[src/debug_port_defs.svh]
// Constants for the debug port front end: selection patterns, counts,
// instruction codes, access-port numbers and synchroniser reset values.
// Assumes inclusion by bare name from every file that needs them.
// Contract
// After external reset release, first debug clock fall marks a debugger.
// A detected debugger forces the debug pins to the debug function.
// Attachment never halts the core; only the probe halts it later.
// Debug clock low at external reset release raises a core reset request.
// The core reset request stays until the manager port withdraws it.
// Every reset leaves the combined port in scan mode, serial wire off; the code clears swd_mode on device reset only, not on external reset.
// Over 50 highs, 0x79E7 MSB first, over 50 highs: go serial wire.
// Over 50 highs, 0x3CE7 MSB first, over 50 highs: back to scan mode.
// Serial wire mode releases TDI and lets TDO carry trace output.
// In serial wire mode the boundary-scan TAP is unavailable.
// In scan mode both TAPs run together and capture every instruction.
// TDO comes from the boundary-scan TAP for its instructions, else port.
// Access-port select 0 is system bus port, 1 is system manager port.
// Codes 0000 and 0001 are EXTEST and SAMPLE_PRELOAD on the scan chain.
// Code 0100 is INTEST, testing internal logic through the chain.
// Code 0101 is CLAMP: bypass register, outputs from the chain.
// Codes 1000, 1010, 1011 are ABORT, DPACC, APACC; 1100, 1101 reserved.
// Code 1110 is IDCODE and 1111 is BYPASS through a one-bit register.
// The front end is held in reset while the TAP sits in Test-Logic-Reset.
// The probe holds TMS high five clocks after detection before using it.
// Debugger detection persists until the next device reset.
// Reserved codes are not claimed by the boundary-scan TAP.
`ifndef DEBUG_PORT_DEFS_SVH
`define DEBUG_PORT_DEFS_SVH

`define SEL_TO_SWD      16'h79E7
`define SEL_TO_JTAG     16'h3CE7
`define SEL_MIN_HIGH    6'h33
`define SEL_PAT_LAST    4'hF

`define IR_EXTEST       4'h0
`define IR_SAMPLE       4'h1
`define IR_INTEST       4'h4
`define IR_CLAMP        4'h5
`define IR_ABORT        4'h8
`define IR_DPACC        4'hA
`define IR_APACC        4'hB
`define IR_RSVD_A       4'hC
`define IR_RSVD_B       4'hD
`define IR_IDCODE       4'hE
`define IR_BYPASS       4'hF
`define IR_CAPTURE_VAL  4'h1

`define AP_SYSTEM_BUS   8'h00
`define AP_SYS_MANAGER  8'h01

`define SYNC_RST_VAL    4'h1

`endif

[src/debug_port_pkg.sv]
// Types shared by the debug port front end modules.
// Assumes debug_port_defs.svh for the numeric constants.
package debug_port_pkg;

  typedef enum logic [15:0] {
    TAP_RESET  = 16'h0001, TAP_IDLE   = 16'h0002,
    TAP_SEL_DR = 16'h0004, TAP_CAP_DR = 16'h0008,
    TAP_SH_DR  = 16'h0010, TAP_EX1_DR = 16'h0020,
    TAP_PA_DR  = 16'h0040, TAP_EX2_DR = 16'h0080,
    TAP_UPD_DR = 16'h0100, TAP_SEL_IR = 16'h0200,
    TAP_CAP_IR = 16'h0400, TAP_SH_IR  = 16'h0800,
    TAP_EX1_IR = 16'h1000, TAP_PA_IR  = 16'h2000,
    TAP_EX2_IR = 16'h4000, TAP_UPD_IR = 16'h8000
  } tap_state_t;

  typedef enum logic [2:0] {
    SEL_HUNT = 3'h1,
    SEL_PAT  = 3'h2,
    SEL_TAIL = 3'h4
  } sel_state_t;

  typedef struct packed {
    logic select;
    logic extest;
    logic sample;
    logic intest;
    logic clamp;
    logic capture;
    logic shift;
    logic update;
  } bscan_ctl_t;

  typedef struct packed {
    logic abort;
    logic dpacc;
    logic apacc;
    logic idcode;
    logic bypass;
    logic reserved;
  } dp_instr_t;

endpackage : debug_port_pkg

[src/pin_sync.sv]
// Three-stage synchroniser for the debug pins.
// Assumes asynchronous pin levels; a change counts once stages two and
// three agree.
`timescale 1ns/1ps
`include "debug_port_defs.svh"
module pin_sync (
  input  wire logic       clk,    // System clock
  input  wire logic       rst_n,  // Synchronised reset, active low
  input  wire logic [3:0] din,    // Raw pin levels
  output logic      [3:0] dout    // Filtered levels
);
  logic [3:0] s1;
  logic [3:0] s2;
  logic [3:0] s3;
  logic [3:0] next_dout;

  always_comb begin
    next_dout = ((s2 ~^ s3) & s2) | (~(s2 ~^ s3) & dout);
  end

  always_ff @(posedge clk or negedge rst_n) begin
    if (!rst_n) begin
      s1   <= `SYNC_RST_VAL;
      s2   <= `SYNC_RST_VAL;
      s3   <= `SYNC_RST_VAL;
      dout <= `SYNC_RST_VAL;
    end else begin
      s1   <= din;
      s2   <= s1;
      s3   <= s2;
      dout <= next_dout;
    end
  end
endmodule : pin_sync

[src/tap_fsm.sv]
// Scan TAP state machine with the shared instruction register.
// Assumes debug clock edges already detected in the system clock domain.
`timescale 1ns/1ps
`include "debug_port_defs.svh"
module tap_fsm (
  input  wire logic       clk,       // System clock
  input  wire logic       rst_n,     // Synchronised reset, active low
  input  wire logic       enable,    // Scan mode with debugger attached
  input  wire logic       tck_rise,  // Debug clock rising edge
  input  wire logic       tck_fall,  // Debug clock falling edge
  input  wire logic       tms,       // Mode line level
  input  wire logic       tdi,       // Data in level
  output debug_port_pkg::tap_state_t state,  // TAP state
  output logic      [3:0] ir,        // Held instruction
  output logic            ir_lsb     // Instruction shifter output bit
);
  import debug_port_pkg::*;

  tap_state_t next_state;
  logic [3:0] ir_sh;
  logic [3:0] next_ir_sh;
  logic [3:0] next_ir;

  function automatic tap_state_t tap_step(tap_state_t s, logic m);
    case (s)
      TAP_RESET:  tap_step = m ? TAP_RESET  : TAP_IDLE;
      TAP_IDLE:   tap_step = m ? TAP_SEL_DR : TAP_IDLE;
      TAP_SEL_DR: tap_step = m ? TAP_SEL_IR : TAP_CAP_DR;
      TAP_CAP_DR: tap_step = m ? TAP_EX1_DR : TAP_SH_DR;
      TAP_SH_DR:  tap_step = m ? TAP_EX1_DR : TAP_SH_DR;
      TAP_EX1_DR: tap_step = m ? TAP_UPD_DR : TAP_PA_DR;
      TAP_PA_DR:  tap_step = m ? TAP_EX2_DR : TAP_PA_DR;
      TAP_EX2_DR: tap_step = m ? TAP_UPD_DR : TAP_SH_DR;
      TAP_UPD_DR: tap_step = m ? TAP_SEL_DR : TAP_IDLE;
      TAP_SEL_IR: tap_step = m ? TAP_RESET  : TAP_CAP_IR;
      TAP_CAP_IR: tap_step = m ? TAP_EX1_IR : TAP_SH_IR;
      TAP_SH_IR:  tap_step = m ? TAP_EX1_IR : TAP_SH_IR;
      TAP_EX1_IR: tap_step = m ? TAP_UPD_IR : TAP_PA_IR;
      TAP_PA_IR:  tap_step = m ? TAP_EX2_IR : TAP_PA_IR;
      TAP_EX2_IR: tap_step = m ? TAP_UPD_IR : TAP_SH_IR;
      TAP_UPD_IR: tap_step = m ? TAP_SEL_DR : TAP_IDLE;
      default:    tap_step = TAP_RESET;
    endcase
  endfunction : tap_step

  always_comb begin
    next_state = state;
    next_ir_sh = ir_sh;
    next_ir    = ir;
    if (!enable) begin
      next_state = TAP_RESET;
      next_ir    = `IR_IDCODE;
    end else begin
      if (tck_rise) begin
        next_state = tap_step(state, tms);
        if (state == TAP_CAP_IR)
          next_ir_sh = `IR_CAPTURE_VAL;
        else if (state == TAP_SH_IR)
          next_ir_sh = {tdi, ir_sh[3:1]};
      end
      if (tck_fall && state == TAP_UPD_IR)
        next_ir = ir_sh;
      if (state == TAP_RESET)
        next_ir = `IR_IDCODE;
    end
  end

  always_ff @(posedge clk or negedge rst_n) begin
    if (!rst_n) begin
      state <= TAP_RESET;
      ir_sh <= 4'h0;
      ir    <= `IR_IDCODE;
    end else begin
      state <= next_state;
      ir_sh <= next_ir_sh;
      ir    <= next_ir;
    end
  end

  assign ir_lsb = ir_sh[0];
endmodule : tap_fsm

[src/debug_port_hotplug_select.sv]
// Debug port front end: hot-plug detection, core reset request, scan and
// serial-wire selection, boundary-scan decode and TDO steering.
// Assumes the probe drives the pins asynchronously; the debug port core,
// trace unit and boundary-scan chain run on clk.
`timescale 1ns/1ps
`include "debug_port_defs.svh"
module debug_port_hotplug_select (
  input  wire logic       clk,            // System clock, 200 MHz
  input  wire logic       rst_b,          // Device reset, active low
  input  wire logic       tck_pin,        // debug_clock_line pin
  input  wire logic       mode_data_line, // TMS / serial data pin level
  input  wire logic       tdi_pin,        // Test data in pin
  input  wire logic       ext_reset_b,    // External reset pin
  input  wire logic       dp_tdo,         // scan_debug_port serial out
  input  wire logic       bsr_so,         // Boundary chain serial out
  input  wire logic       async_trace_out,// Trace unit serial stream
  input  wire logic       system_manager_access_port_clear,     // Manager port withdraws request
  input  wire logic [7:0] access_port_select, // Selected port number
  output logic            debug_pins_claimed, // Pins given to debug
  output logic            core_reset_req, // Core reset request
  output logic            swd_mode,       // Serial wire mode active
  output logic            tdi_released,   // TDI free for other use
  output logic            tdo_out,        // TDO pin output level
  output logic            tdo_oe_b,       // TDO enable, low drives
  output logic            front_end_reset,// Front end sync reset
  output logic      [3:0] ir_value,       // Instruction held by TAPs
  output debug_port_pkg::bscan_ctl_t bscan, // Boundary chain control
  output debug_port_pkg::dp_instr_t  dp_instr, // Port instruction decode
  output logic            sel_bus_ap,     // system_bus_access_port chosen
  output logic            sel_mgr_ap      // Manager port chosen
);
  import debug_port_pkg::*;

  // Reset release
  logic [1:0] rst_sync;
  logic       rst_n;

  always_ff @(posedge clk or negedge rst_b) begin
    if (!rst_b)
      rst_sync <= 2'h0;
    else
      rst_sync <= {rst_sync[0], 1'b1};
  end

  assign rst_n = rst_sync[1];

  // Pin synchronisation and edge detection
  logic [3:0] pins;
  logic       tck_s;
  logic       tms_s;
  logic       tdi_s;
  logic       xrst_s;
  logic       tck_q;
  logic       xrst_q;
  logic       tck_rise;
  logic       tck_fall;
  logic       xrst_rise;

  pin_sync u_sync (
    .clk   (clk),
    .rst_n (rst_n),
    .din   ({ext_reset_b, tdi_pin, mode_data_line, tck_pin}),
    .dout  (pins)
  );

  assign tck_s  = pins[0];
  assign tms_s  = pins[1];
  assign tdi_s  = pins[2];
  assign xrst_s = pins[3];

  always_ff @(posedge clk or negedge rst_n) begin
    if (!rst_n) begin
      tck_q  <= 1'b1;
      xrst_q <= 1'b0;
    end else begin
      tck_q  <= tck_s;
      xrst_q <= xrst_s;
    end
  end

  assign tck_rise  = tck_s & ~tck_q;
  assign tck_fall  = ~tck_s & tck_q;
  assign xrst_rise = xrst_s & ~xrst_q;

  // Hot-plug detection and core reset request
  logic next_attached;
  logic next_core_req;

  always_comb begin
    next_attached = debug_pins_claimed;
    if (xrst_s && tck_fall)
      next_attached = 1'b1;
    // Set wins over the manager port's clear
    next_core_req = core_reset_req & ~system_manager_access_port_clear;
    if (xrst_rise && !tck_s)
      next_core_req = 1'b1;
  end

  always_ff @(posedge clk or negedge rst_n) begin
    if (!rst_n) begin
      debug_pins_claimed <= 1'b0;
      core_reset_req     <= 1'b0;
    end else begin
      debug_pins_claimed <= next_attached;
      core_reset_req     <= next_core_req;
    end
  end

  // Scan / serial-wire selection sequence detector
  sel_state_t sel;
  sel_state_t next_sel;
  logic [5:0]  run;
  logic [5:0]  next_run;
  logic [15:0] pat;
  logic [15:0] next_pat;
  logic [3:0]  bits;
  logic [3:0]  next_bits;
  logic        next_swd;
  logic [15:0] want;

  assign want = swd_mode ? `SEL_TO_JTAG : `SEL_TO_SWD;

  always_comb begin
    next_sel  = sel;
    next_run  = run;
    next_pat  = pat;
    next_bits = bits;
    next_swd  = swd_mode;
    if (tck_rise) begin
      case (sel)
        SEL_HUNT: begin
          if (tms_s) begin
            if (run < `SEL_MIN_HIGH)
              next_run = run + 6'h01;
          end else if (run >= `SEL_MIN_HIGH) begin
            next_sel  = SEL_PAT;
            next_pat  = 16'h0000;
            next_bits = 4'h1;
            next_run  = 6'h00;
          end else begin
            next_run = 6'h00;
          end
        end
        SEL_PAT: begin
          next_pat  = {pat[14:0], tms_s};
          next_bits = bits + 4'h1;
          if (bits == `SEL_PAT_LAST) begin
            next_run = 6'h00;
            if ({pat[14:0], tms_s} == want)
              next_sel = SEL_TAIL;
            else
              next_sel = SEL_HUNT;
          end
        end
        SEL_TAIL: begin
          if (!tms_s) begin
            next_sel = SEL_HUNT;
            next_run = 6'h00;
          end else if (run + 6'h01 >= `SEL_MIN_HIGH) begin
            next_swd = ~swd_mode;
            next_sel = SEL_HUNT;
            next_run = `SEL_MIN_HIGH;
          end else begin
            next_run = run + 6'h01;
          end
        end
        default: begin
          next_sel = SEL_HUNT;
          next_run = 6'h00;
        end
      endcase
    end
  end

  always_ff @(posedge clk or negedge rst_n) begin
    if (!rst_n) begin
      sel      <= SEL_HUNT;
      run      <= 6'h00;
      pat      <= 16'h0000;
      bits     <= 4'h0;
      swd_mode <= 1'b0;
    end else begin
      sel      <= next_sel;
      run      <= next_run;
      pat      <= next_pat;
      bits     <= next_bits;
      swd_mode <= next_swd;
    end
  end

  // TAP shared by both instruction decoders
  tap_state_t tap_state;
  logic [3:0] ir;
  logic       ir_lsb;
  logic       tap_en;

  assign tap_en = debug_pins_claimed & ~swd_mode;

  tap_fsm u_tap (
    .clk      (clk),
    .rst_n    (rst_n),
    .enable   (tap_en),
    .tck_rise (tck_rise),
    .tck_fall (tck_fall),
    .tms      (tms_s),
    .tdi      (tdi_s),
    .state    (tap_state),
    .ir       (ir),
    .ir_lsb   (ir_lsb)
  );

  function automatic logic bscan_hit(logic [3:0] code);
    // Reserved codes fall through to the debug port
    bscan_hit = (code == `IR_EXTEST) || (code == `IR_SAMPLE) ||
                (code == `IR_INTEST) || (code == `IR_CLAMP);
  endfunction : bscan_hit

  // Boundary-scan control, decode and bypass register
  bscan_ctl_t next_bscan;
  dp_instr_t  next_dp;
  logic       bypass_bit;
  logic       next_bypass;
  logic       hit;

  assign hit = tap_en & bscan_hit(ir);

  always_comb begin
    next_bscan         = '0;
    next_bscan.select  = hit && (ir != `IR_CLAMP);
    next_bscan.extest  = tap_en && (ir == `IR_EXTEST);
    next_bscan.sample  = tap_en && (ir == `IR_SAMPLE);
    next_bscan.intest  = tap_en && (ir == `IR_INTEST);
    next_bscan.clamp   = tap_en && (ir == `IR_CLAMP);
    next_bscan.capture = next_bscan.select && tck_rise &&
                         (tap_state == TAP_CAP_DR);
    next_bscan.shift   = next_bscan.select && tck_rise &&
                         (tap_state == TAP_SH_DR);
    next_bscan.update  = next_bscan.select && tck_fall &&
                         (tap_state == TAP_UPD_DR);
    next_dp          = '0;
    next_dp.abort    = tap_en && (ir == `IR_ABORT);
    next_dp.dpacc    = tap_en && (ir == `IR_DPACC);
    next_dp.apacc    = tap_en && (ir == `IR_APACC);
    next_dp.reserved = tap_en &&
                       ((ir == `IR_RSVD_A) || (ir == `IR_RSVD_B));
    next_dp.idcode   = tap_en && (ir == `IR_IDCODE);
    next_dp.bypass   = tap_en && (ir == `IR_BYPASS);
    next_bypass = bypass_bit;
    if (tck_rise && tap_state == TAP_CAP_DR)
      next_bypass = 1'b0;
    else if (tck_rise && tap_state == TAP_SH_DR)
      next_bypass = tdi_s;
  end

  always_ff @(posedge clk or negedge rst_n) begin
    if (!rst_n) begin
      bscan      <= '0;
      dp_instr   <= '0;
      bypass_bit <= 1'b0;
    end else begin
      bscan      <= next_bscan;
      dp_instr   <= next_dp;
      bypass_bit <= next_bypass;
    end
  end

  // TDO steering, changed on the debug clock's falling edge in scan mode
  logic next_tdo;
  logic next_tdo_oe_b;

  always_comb begin
    next_tdo      = tdo_out;
    next_tdo_oe_b = tdo_oe_b;
    if (!debug_pins_claimed) begin
      next_tdo      = 1'b0;
      next_tdo_oe_b = 1'b1;
    end else if (swd_mode) begin
      next_tdo      = async_trace_out;
      next_tdo_oe_b = 1'b0;
    end else if (tck_fall) begin
      next_tdo_oe_b = 1'b1;
      if (tap_state == TAP_SH_IR) begin
        next_tdo      = hit ? ir_lsb : dp_tdo;
        next_tdo_oe_b = 1'b0;
      end else if (tap_state == TAP_SH_DR) begin
        if (!hit)
          next_tdo = dp_tdo;
        else if (ir == `IR_CLAMP)
          next_tdo = bypass_bit;
        else
          next_tdo = bsr_so;
        next_tdo_oe_b = 1'b0;
      end
    end
  end

  always_ff @(posedge clk or negedge rst_n) begin
    if (!rst_n) begin
      tdo_out  <= 1'b0;
      tdo_oe_b <= 1'b1;
    end else begin
      tdo_out  <= next_tdo;
      tdo_oe_b <= next_tdo_oe_b;
    end
  end

  // Remaining registered outputs
  logic next_fe_reset;
  logic next_tdi_rel;
  logic next_bus_ap;
  logic next_mgr_ap;

  always_comb begin
    next_fe_reset = ~tap_en | (tap_state == TAP_RESET);
    next_tdi_rel  = ~debug_pins_claimed | swd_mode;
    next_bus_ap   = (access_port_select == `AP_SYSTEM_BUS);
    next_mgr_ap   = (access_port_select == `AP_SYS_MANAGER);
  end

  always_ff @(posedge clk or negedge rst_n) begin
    if (!rst_n) begin
      front_end_reset <= 1'b1;
      tdi_released    <= 1'b1;
      sel_bus_ap      <= 1'b0;
      sel_mgr_ap      <= 1'b0;
      ir_value        <= `IR_IDCODE;
    end else begin
      front_end_reset <= next_fe_reset;
      tdi_released    <= next_tdi_rel;
      sel_bus_ap      <= next_bus_ap;
      sel_mgr_ap      <= next_mgr_ap;
      ir_value        <= ir;
    end
  end

endmodule : debug_port_hotplug_select

[config.mk]
export PLATFORM = sky130hd
export DESIGN_NAME = debug_port_hotplug_select
export DESIGN_NICKNAME = d
export VERILOG_FILES = /design/src/debug_port_pkg.sv /design/src/pin_sync.sv /design/src/tap_fsm.sv /design/src/debug_port_hotplug_select.sv
export VERILOG_INCLUDE_DIRS = /design/src
export SDC_FILE = /design/constraint.sdc
export NUM_CORES = 1
export LEC_CHECK = 0
export ABC_AREA = 1
export BUFFER_PORTS_ARGS = -buffer_cell sky130_fd_sc_hd__buf_2
export CAP_MARGIN = 10
export CORE_MARGIN = 4
export CORE_UTILIZATION = 39
export DETAILED_ROUTE_END_ITERATION = 12
export PLACE_DENSITY = 0.66
export SLEW_MARGIN = 10
export SYNTH_ARGS = -nofsm -noshare
export SYNTH_HDL_FRONTEND = slang
export SYNTH_SLANG_ARGS = --single-unit
export TNS_END_PERCENT = 100
[constraint.sdc]
create_clock -name clk -period 5.3 [get_ports clk]
set_input_delay 1.06 -clock clk [delete_from_list [all_inputs] [get_ports clk]]
set_output_delay 1.06 -clock clk [all_outputs]
set_load 0.01 [all_outputs]
After elaboration in Yosys (flattened, before gate mapping) --
Cells that the tools add are included.
Storage, ports and cells: register bits 100, output and inout port bits 27
Operators by class: $add $sub $neg 2, $lt $le $gt $ge 3, eq/ne operators 42, muxes and demuxes 56, bitwise operators 20, reductions and logical operators 40
Operators by type and width (number):
- 16-bit case mux with 12 select lines | 1
- 16-bit 2-to-1 mux | 4
- 15-bit 2-to-1 mux | 4
- 6-bit 2-to-1 mux | 6
- 4-bit equality test (second input constant) | 8
- 15-bit case mux with 2 select lines | 1
- 4-bit 2-to-1 mux | 7
- 1-bit logical AND | 21
- 3-bit 2-to-1 mux | 7
- 9-bit 2-to-1 mux | 2
- 6-bit case mux with 3 select lines | 1
- 16-bit by 1-bit equality test with 1-bit output (second input constant) | 1
- 16-bit by 10-bit equality test with 1-bit output (second input constant) | 1
- 16-bit by 11-bit equality test with 1-bit output (second input constant) | 1
- 16-bit by 12-bit equality test with 1-bit output (second input constant) | 1
- 16-bit by 13-bit equality test with 1-bit output (second input constant) | 1
- 16-bit by 14-bit equality test with 1-bit output (second input constant) | 1
- 16-bit by 15-bit equality test with 1-bit output | 1
- 16-bit by 15-bit equality test with 1-bit output (second input constant) | 1
- 16-bit equality test (second input constant) | 1
- 16-bit by 2-bit equality test with 1-bit output (second input constant) | 1
- 16-bit by 3-bit equality test with 1-bit output (second input constant) | 1
- 16-bit by 4-bit equality test with 1-bit output (second input constant) | 1
- 16-bit by 5-bit equality test with 1-bit output (second input constant) | 1
- other kinds (45) | 88

Longest topological paths before layout --
depth after elaboration 11, gate-level depth with buffers 12, depth with buffers taken out 12

Hierarchy --
Synthesis repeated with hierarchy kept, for this count alone.
Second synthesis, totals: cell total of the unflattened synthesis 576, area total of the unflattened synthesis 4835.9 µm²
Modules (own cells, without submodules):
- debug_port_hotplug_select | times used 1, cells an instance 357, area each 2884.0 µm²
- tap_fsm | times used 1, cells an instance 187, area each 1481.4 µm²
- pin_sync | times used 1, cells an instance 32, area each 470.5 µm²

Worst setup path before layout --
OpenSTA, ideal clock, no wires.
path type input to register, start in access_port_select[5], end reg sel_bus_ap, arrival 1.736 ns, data required time 5.199 ns, path slack 3.463 ns, stages 2, buffers on the path 0, cell sequence or4_1 -> nor4_1
Between the ends: cells in the longest elaborated chain, start to end 1
RTL lines:
- start: declaration | line debug_port_hotplug_select.sv:18 | input wire logic [7:0] access_port_select,
- 8-bit zero test (no source line)
- net next_bus_ap | line debug_port_hotplug_select.sv:310 | logic next_bus_ap;
- end signal: assignment | line debug_port_hotplug_select.sv:330 | sel_bus_ap <= next_bus_ap;
- end: declaration | line debug_port_hotplug_select.sv:29 | output logic sel_bus_ap,
The timed path passes the listed nets, and every way through them passes these cells. A chain may end at the register's enable or synchronous reset.

Worst setup path after layout --
start reg tdo_oe_b, end out tdo_oe_b
RTL lines:
- start: declaration | line debug_port_hotplug_select.sv:24 | output logic tdo_oe_b,
- start signal: assignment | line debug_port_hotplug_select.sv:303 | tdo_oe_b <= next_tdo_oe_b;
No word-level cell between the ends.

==> impl_metrics.yaml <==
worst_setup_path:
  crit_chain: "buf_2"
  crit_type: "register to primary output"
  path_buf_inv: 1
  crit_required_ps: 4240
  crit_path_max_fanout: 2
  r2r_setup_slack_ps: 3370
  r2r_end: "bits[2]"
  end_kind: "primary output"
  critical-path-slowest-cell: "dfstp_2"
  ff2ff_path_depth: 10
  startpoint_type: "register"
  slowest_delay_ps: 550
  r2r-start: "run[1]"
  arrival_ps: 1010
  path_delay_family: "flip-flops"
clock_network:
  cts-root-buf: "clkbuf_16"
  cts_htree_levels: 3
  cts.path.max_buffers: 2
  cts_hold_buf: 0
  numCtsBuffers: 9
  cts-resized-gates: 0
  cts_tree: "done"
  clkTransAtPathRegs_ps: 70
  cts_setup_buffers: 0
  clk_latency_ps: 340
  cts_num_sinks: 100
synthesis:
  synthCells: 491
  synth_edf_count: 0
  async_flop_share_pct: 100
  postSynthAreaPerCell_um2: 9.31
  yosysSeqAreaShare_pct: 55.2
  synth_cell_types: 47
  synthFlopType: "dfrtp_1"
  synth.cell_area_um2: 4570
  synth_fp_nets: 512
  synth-seq-cells: 100
  synth_warnings: 0
grt:
  grt_first_pass_wirelength_um: 16100
  globalRouteOverflowTotal: 0
  grt_antenna_before_repair: 0
  grt_max_degree: 53
  first_global_vias: 3481
  grt_use_total_pct: 15.0
floorplan:
  initial_utilization_pct: 39.9
  coreArea_um2: 11500
  chipWidth_um: 116
  row_count: 39
  die_y_um: 116
  ioPinCount: 45
  die_area_um2: 13500
placement:
  dp_hpwl_um: 6910
  pre_cts_slack_ps: 3300
  place_area_um2: 4940
  numPortBuffers: 44
  routabilityCongestion: 0.864
worst_hold_path:
  worstHoldEndpoint: "u_sync.s2[1]"
  min_path_cells: 0
  min-delay-start: "u_sync.s1[1]"
  hp-class: "register to register"
final_layout:
  area_growth_pct: 15.0
  stdcell_area_um2: 5260
  drive_gt1_share_pct: 24.5
  finalNetCount: 562
  antenna-diode-count: 0
drt:
  drcViolationCount: 0
  wl_um: 9310
  via_count: 3471
  wl_per_cell_um: 13.5
  viasPerCell: 5.04
  drt-initial-drc-count: 274
  firstDrtPassIters: 7
  antenna_left: 0
timing:
  worst_pin_slew_ps: 675
  slew_headroom_pct: 55.0
  period_share_pct: 39.2
  clock.fmax_mhz: 482
  hold_violations: 0
  setup_ws_ps: 3230
  rsz0062_at_grt: "false"
  final-setup-viol-count: 0
  layout_min_cycle_time_ps: 2070
  setup-tns-final_ps: 0
  skew_ps: 8.67
  slew_viol_final: 0
power_and_ir_drop:
  leakagePower_nw: 2.54
  cellPowerDensity_nw_per_um2: 357
  ir_drop_uv: 215
job:
  maxCapViolCount: 0
outcome:
  status: "completed"
-- cells in the final DEF (no fill, tap or decap), types with 6 or more instances in the layout --
cell,instances
dfrtp_1,83
inv_2,16
o22ai_1,12
nor2_1,52
dfstp_2,16
buf_2,44
nor3_1,12
o21ai_0,11
a21oi_1,10
inv_1,61
nand2_2,6
nand4_1,7
o22ai_2,10
clkbuf_16,9
nand2_1,84
o21ai_1,8
nand3_1,39
-- worst max-delay path by stage --
stage	from	end	cells past startpoint
final	tdo_oe_b	tdo_oe_b	1
after floorplan	rst_sync[1]	async pin	0
after global routing	tdo_oe_b	tdo_oe_b	1
after global placement	access_port_select[5]	sel_mgr_ap	3
after detailed placement	access_port_select[5]	sel_bus_ap	3
after CTS	tdo_oe_b	tdo_oe_b	1
-- cell usage after synthesis (4+ instances only) --
cell type | count | area share, %
maj3_1 | 4 | 0.88
nand2_2 | 6 | 0.82
a21oi_1 | 10 | 1.1
nand4_1 | 7 | 0.96
o22ai_2 | 10 | 2.7
nor2_1 | 52 | 4.3
nand3_1 | 39 | 4.3
nand2_1 | 84 | 6.9
inv_2 | 16 | 1.3
nor3_1 | 12 | 1.3
inv_1 | 61 | 5.0
nor2_2 | 5 | 0.68
nor4_1 | 4 | 0.55
xor2_1 | 4 | 0.77
dfrtp_1 | 84 | 46
o21ai_0 | 11 | 1.2
o22ai_1 | 12 | 1.6
o21ai_1 | 8 | 0.88
dfstp_2 | 16 | 9.2
-- final cells by class --
cell class / count / area [µm²]
tap: 143 / 179
multi-input combinational: 308 / 1720
fill: 1088 / 6210
timing repair buffer: 45 / 228
clock buffer: 11 / 233
clock inverter: 5 / 85.1
inverter: 77 / 289
sequential: 100 / 2530
-- power by group --
| group | switching [mW] | internal (mW) |
|---|---|---|
| registers | 0.0512 | 0.825 |
| logic | 0.206 | 0.0988 |
| clock network | 0.278 | 0.416 |
-- metrics by stage --
step / power, mW / utilization, % / hold slack, ps / cells
after global routing: 1.99 / 45.8 / 355 / 689
final: 1.88 / 45.8 / 349 / 689
after CTS: 1.90 / 45.8 / 350 / 689
after global placement: 1.19 / 43.1 / 334 / 673
after floorplan: 1.12 / - / 331 / 491
after detailed placement: 1.20 / 43.1 / 336 / 673
-- cells by family after synthesis --
| logic type | share of synthesized area [%] |
|---|---|
| simple gates | 24.7 |
| compound gates | 10.2 |
| mux | 0.219 |
| flops | 55.2 |
| buf+inv | 7.23 |
| fa+ha+maj | 1.70 |
| other cells | 0.0820 |
| xor+xnor | 0.766 |
-- registers in the layout, indices dropped and copies added (netlist names), 6 cells and up, named ones only --
signal,flops
bscan,8
dp_instr,6
pat,15
run,6
u_tap.state,16
-- layer usage --
layer  track usage [%]  vias to the layer above  routed length (µm)
met2              24.2                       97                4310
met1              19.6                     1651                4310
li1                  -                     1708                   -
met5                 0                        -                   0
met4              5.65                        0                 171
met3              3.89                       15                 514
No activity file was read; power rests on OpenSTA's default activity.
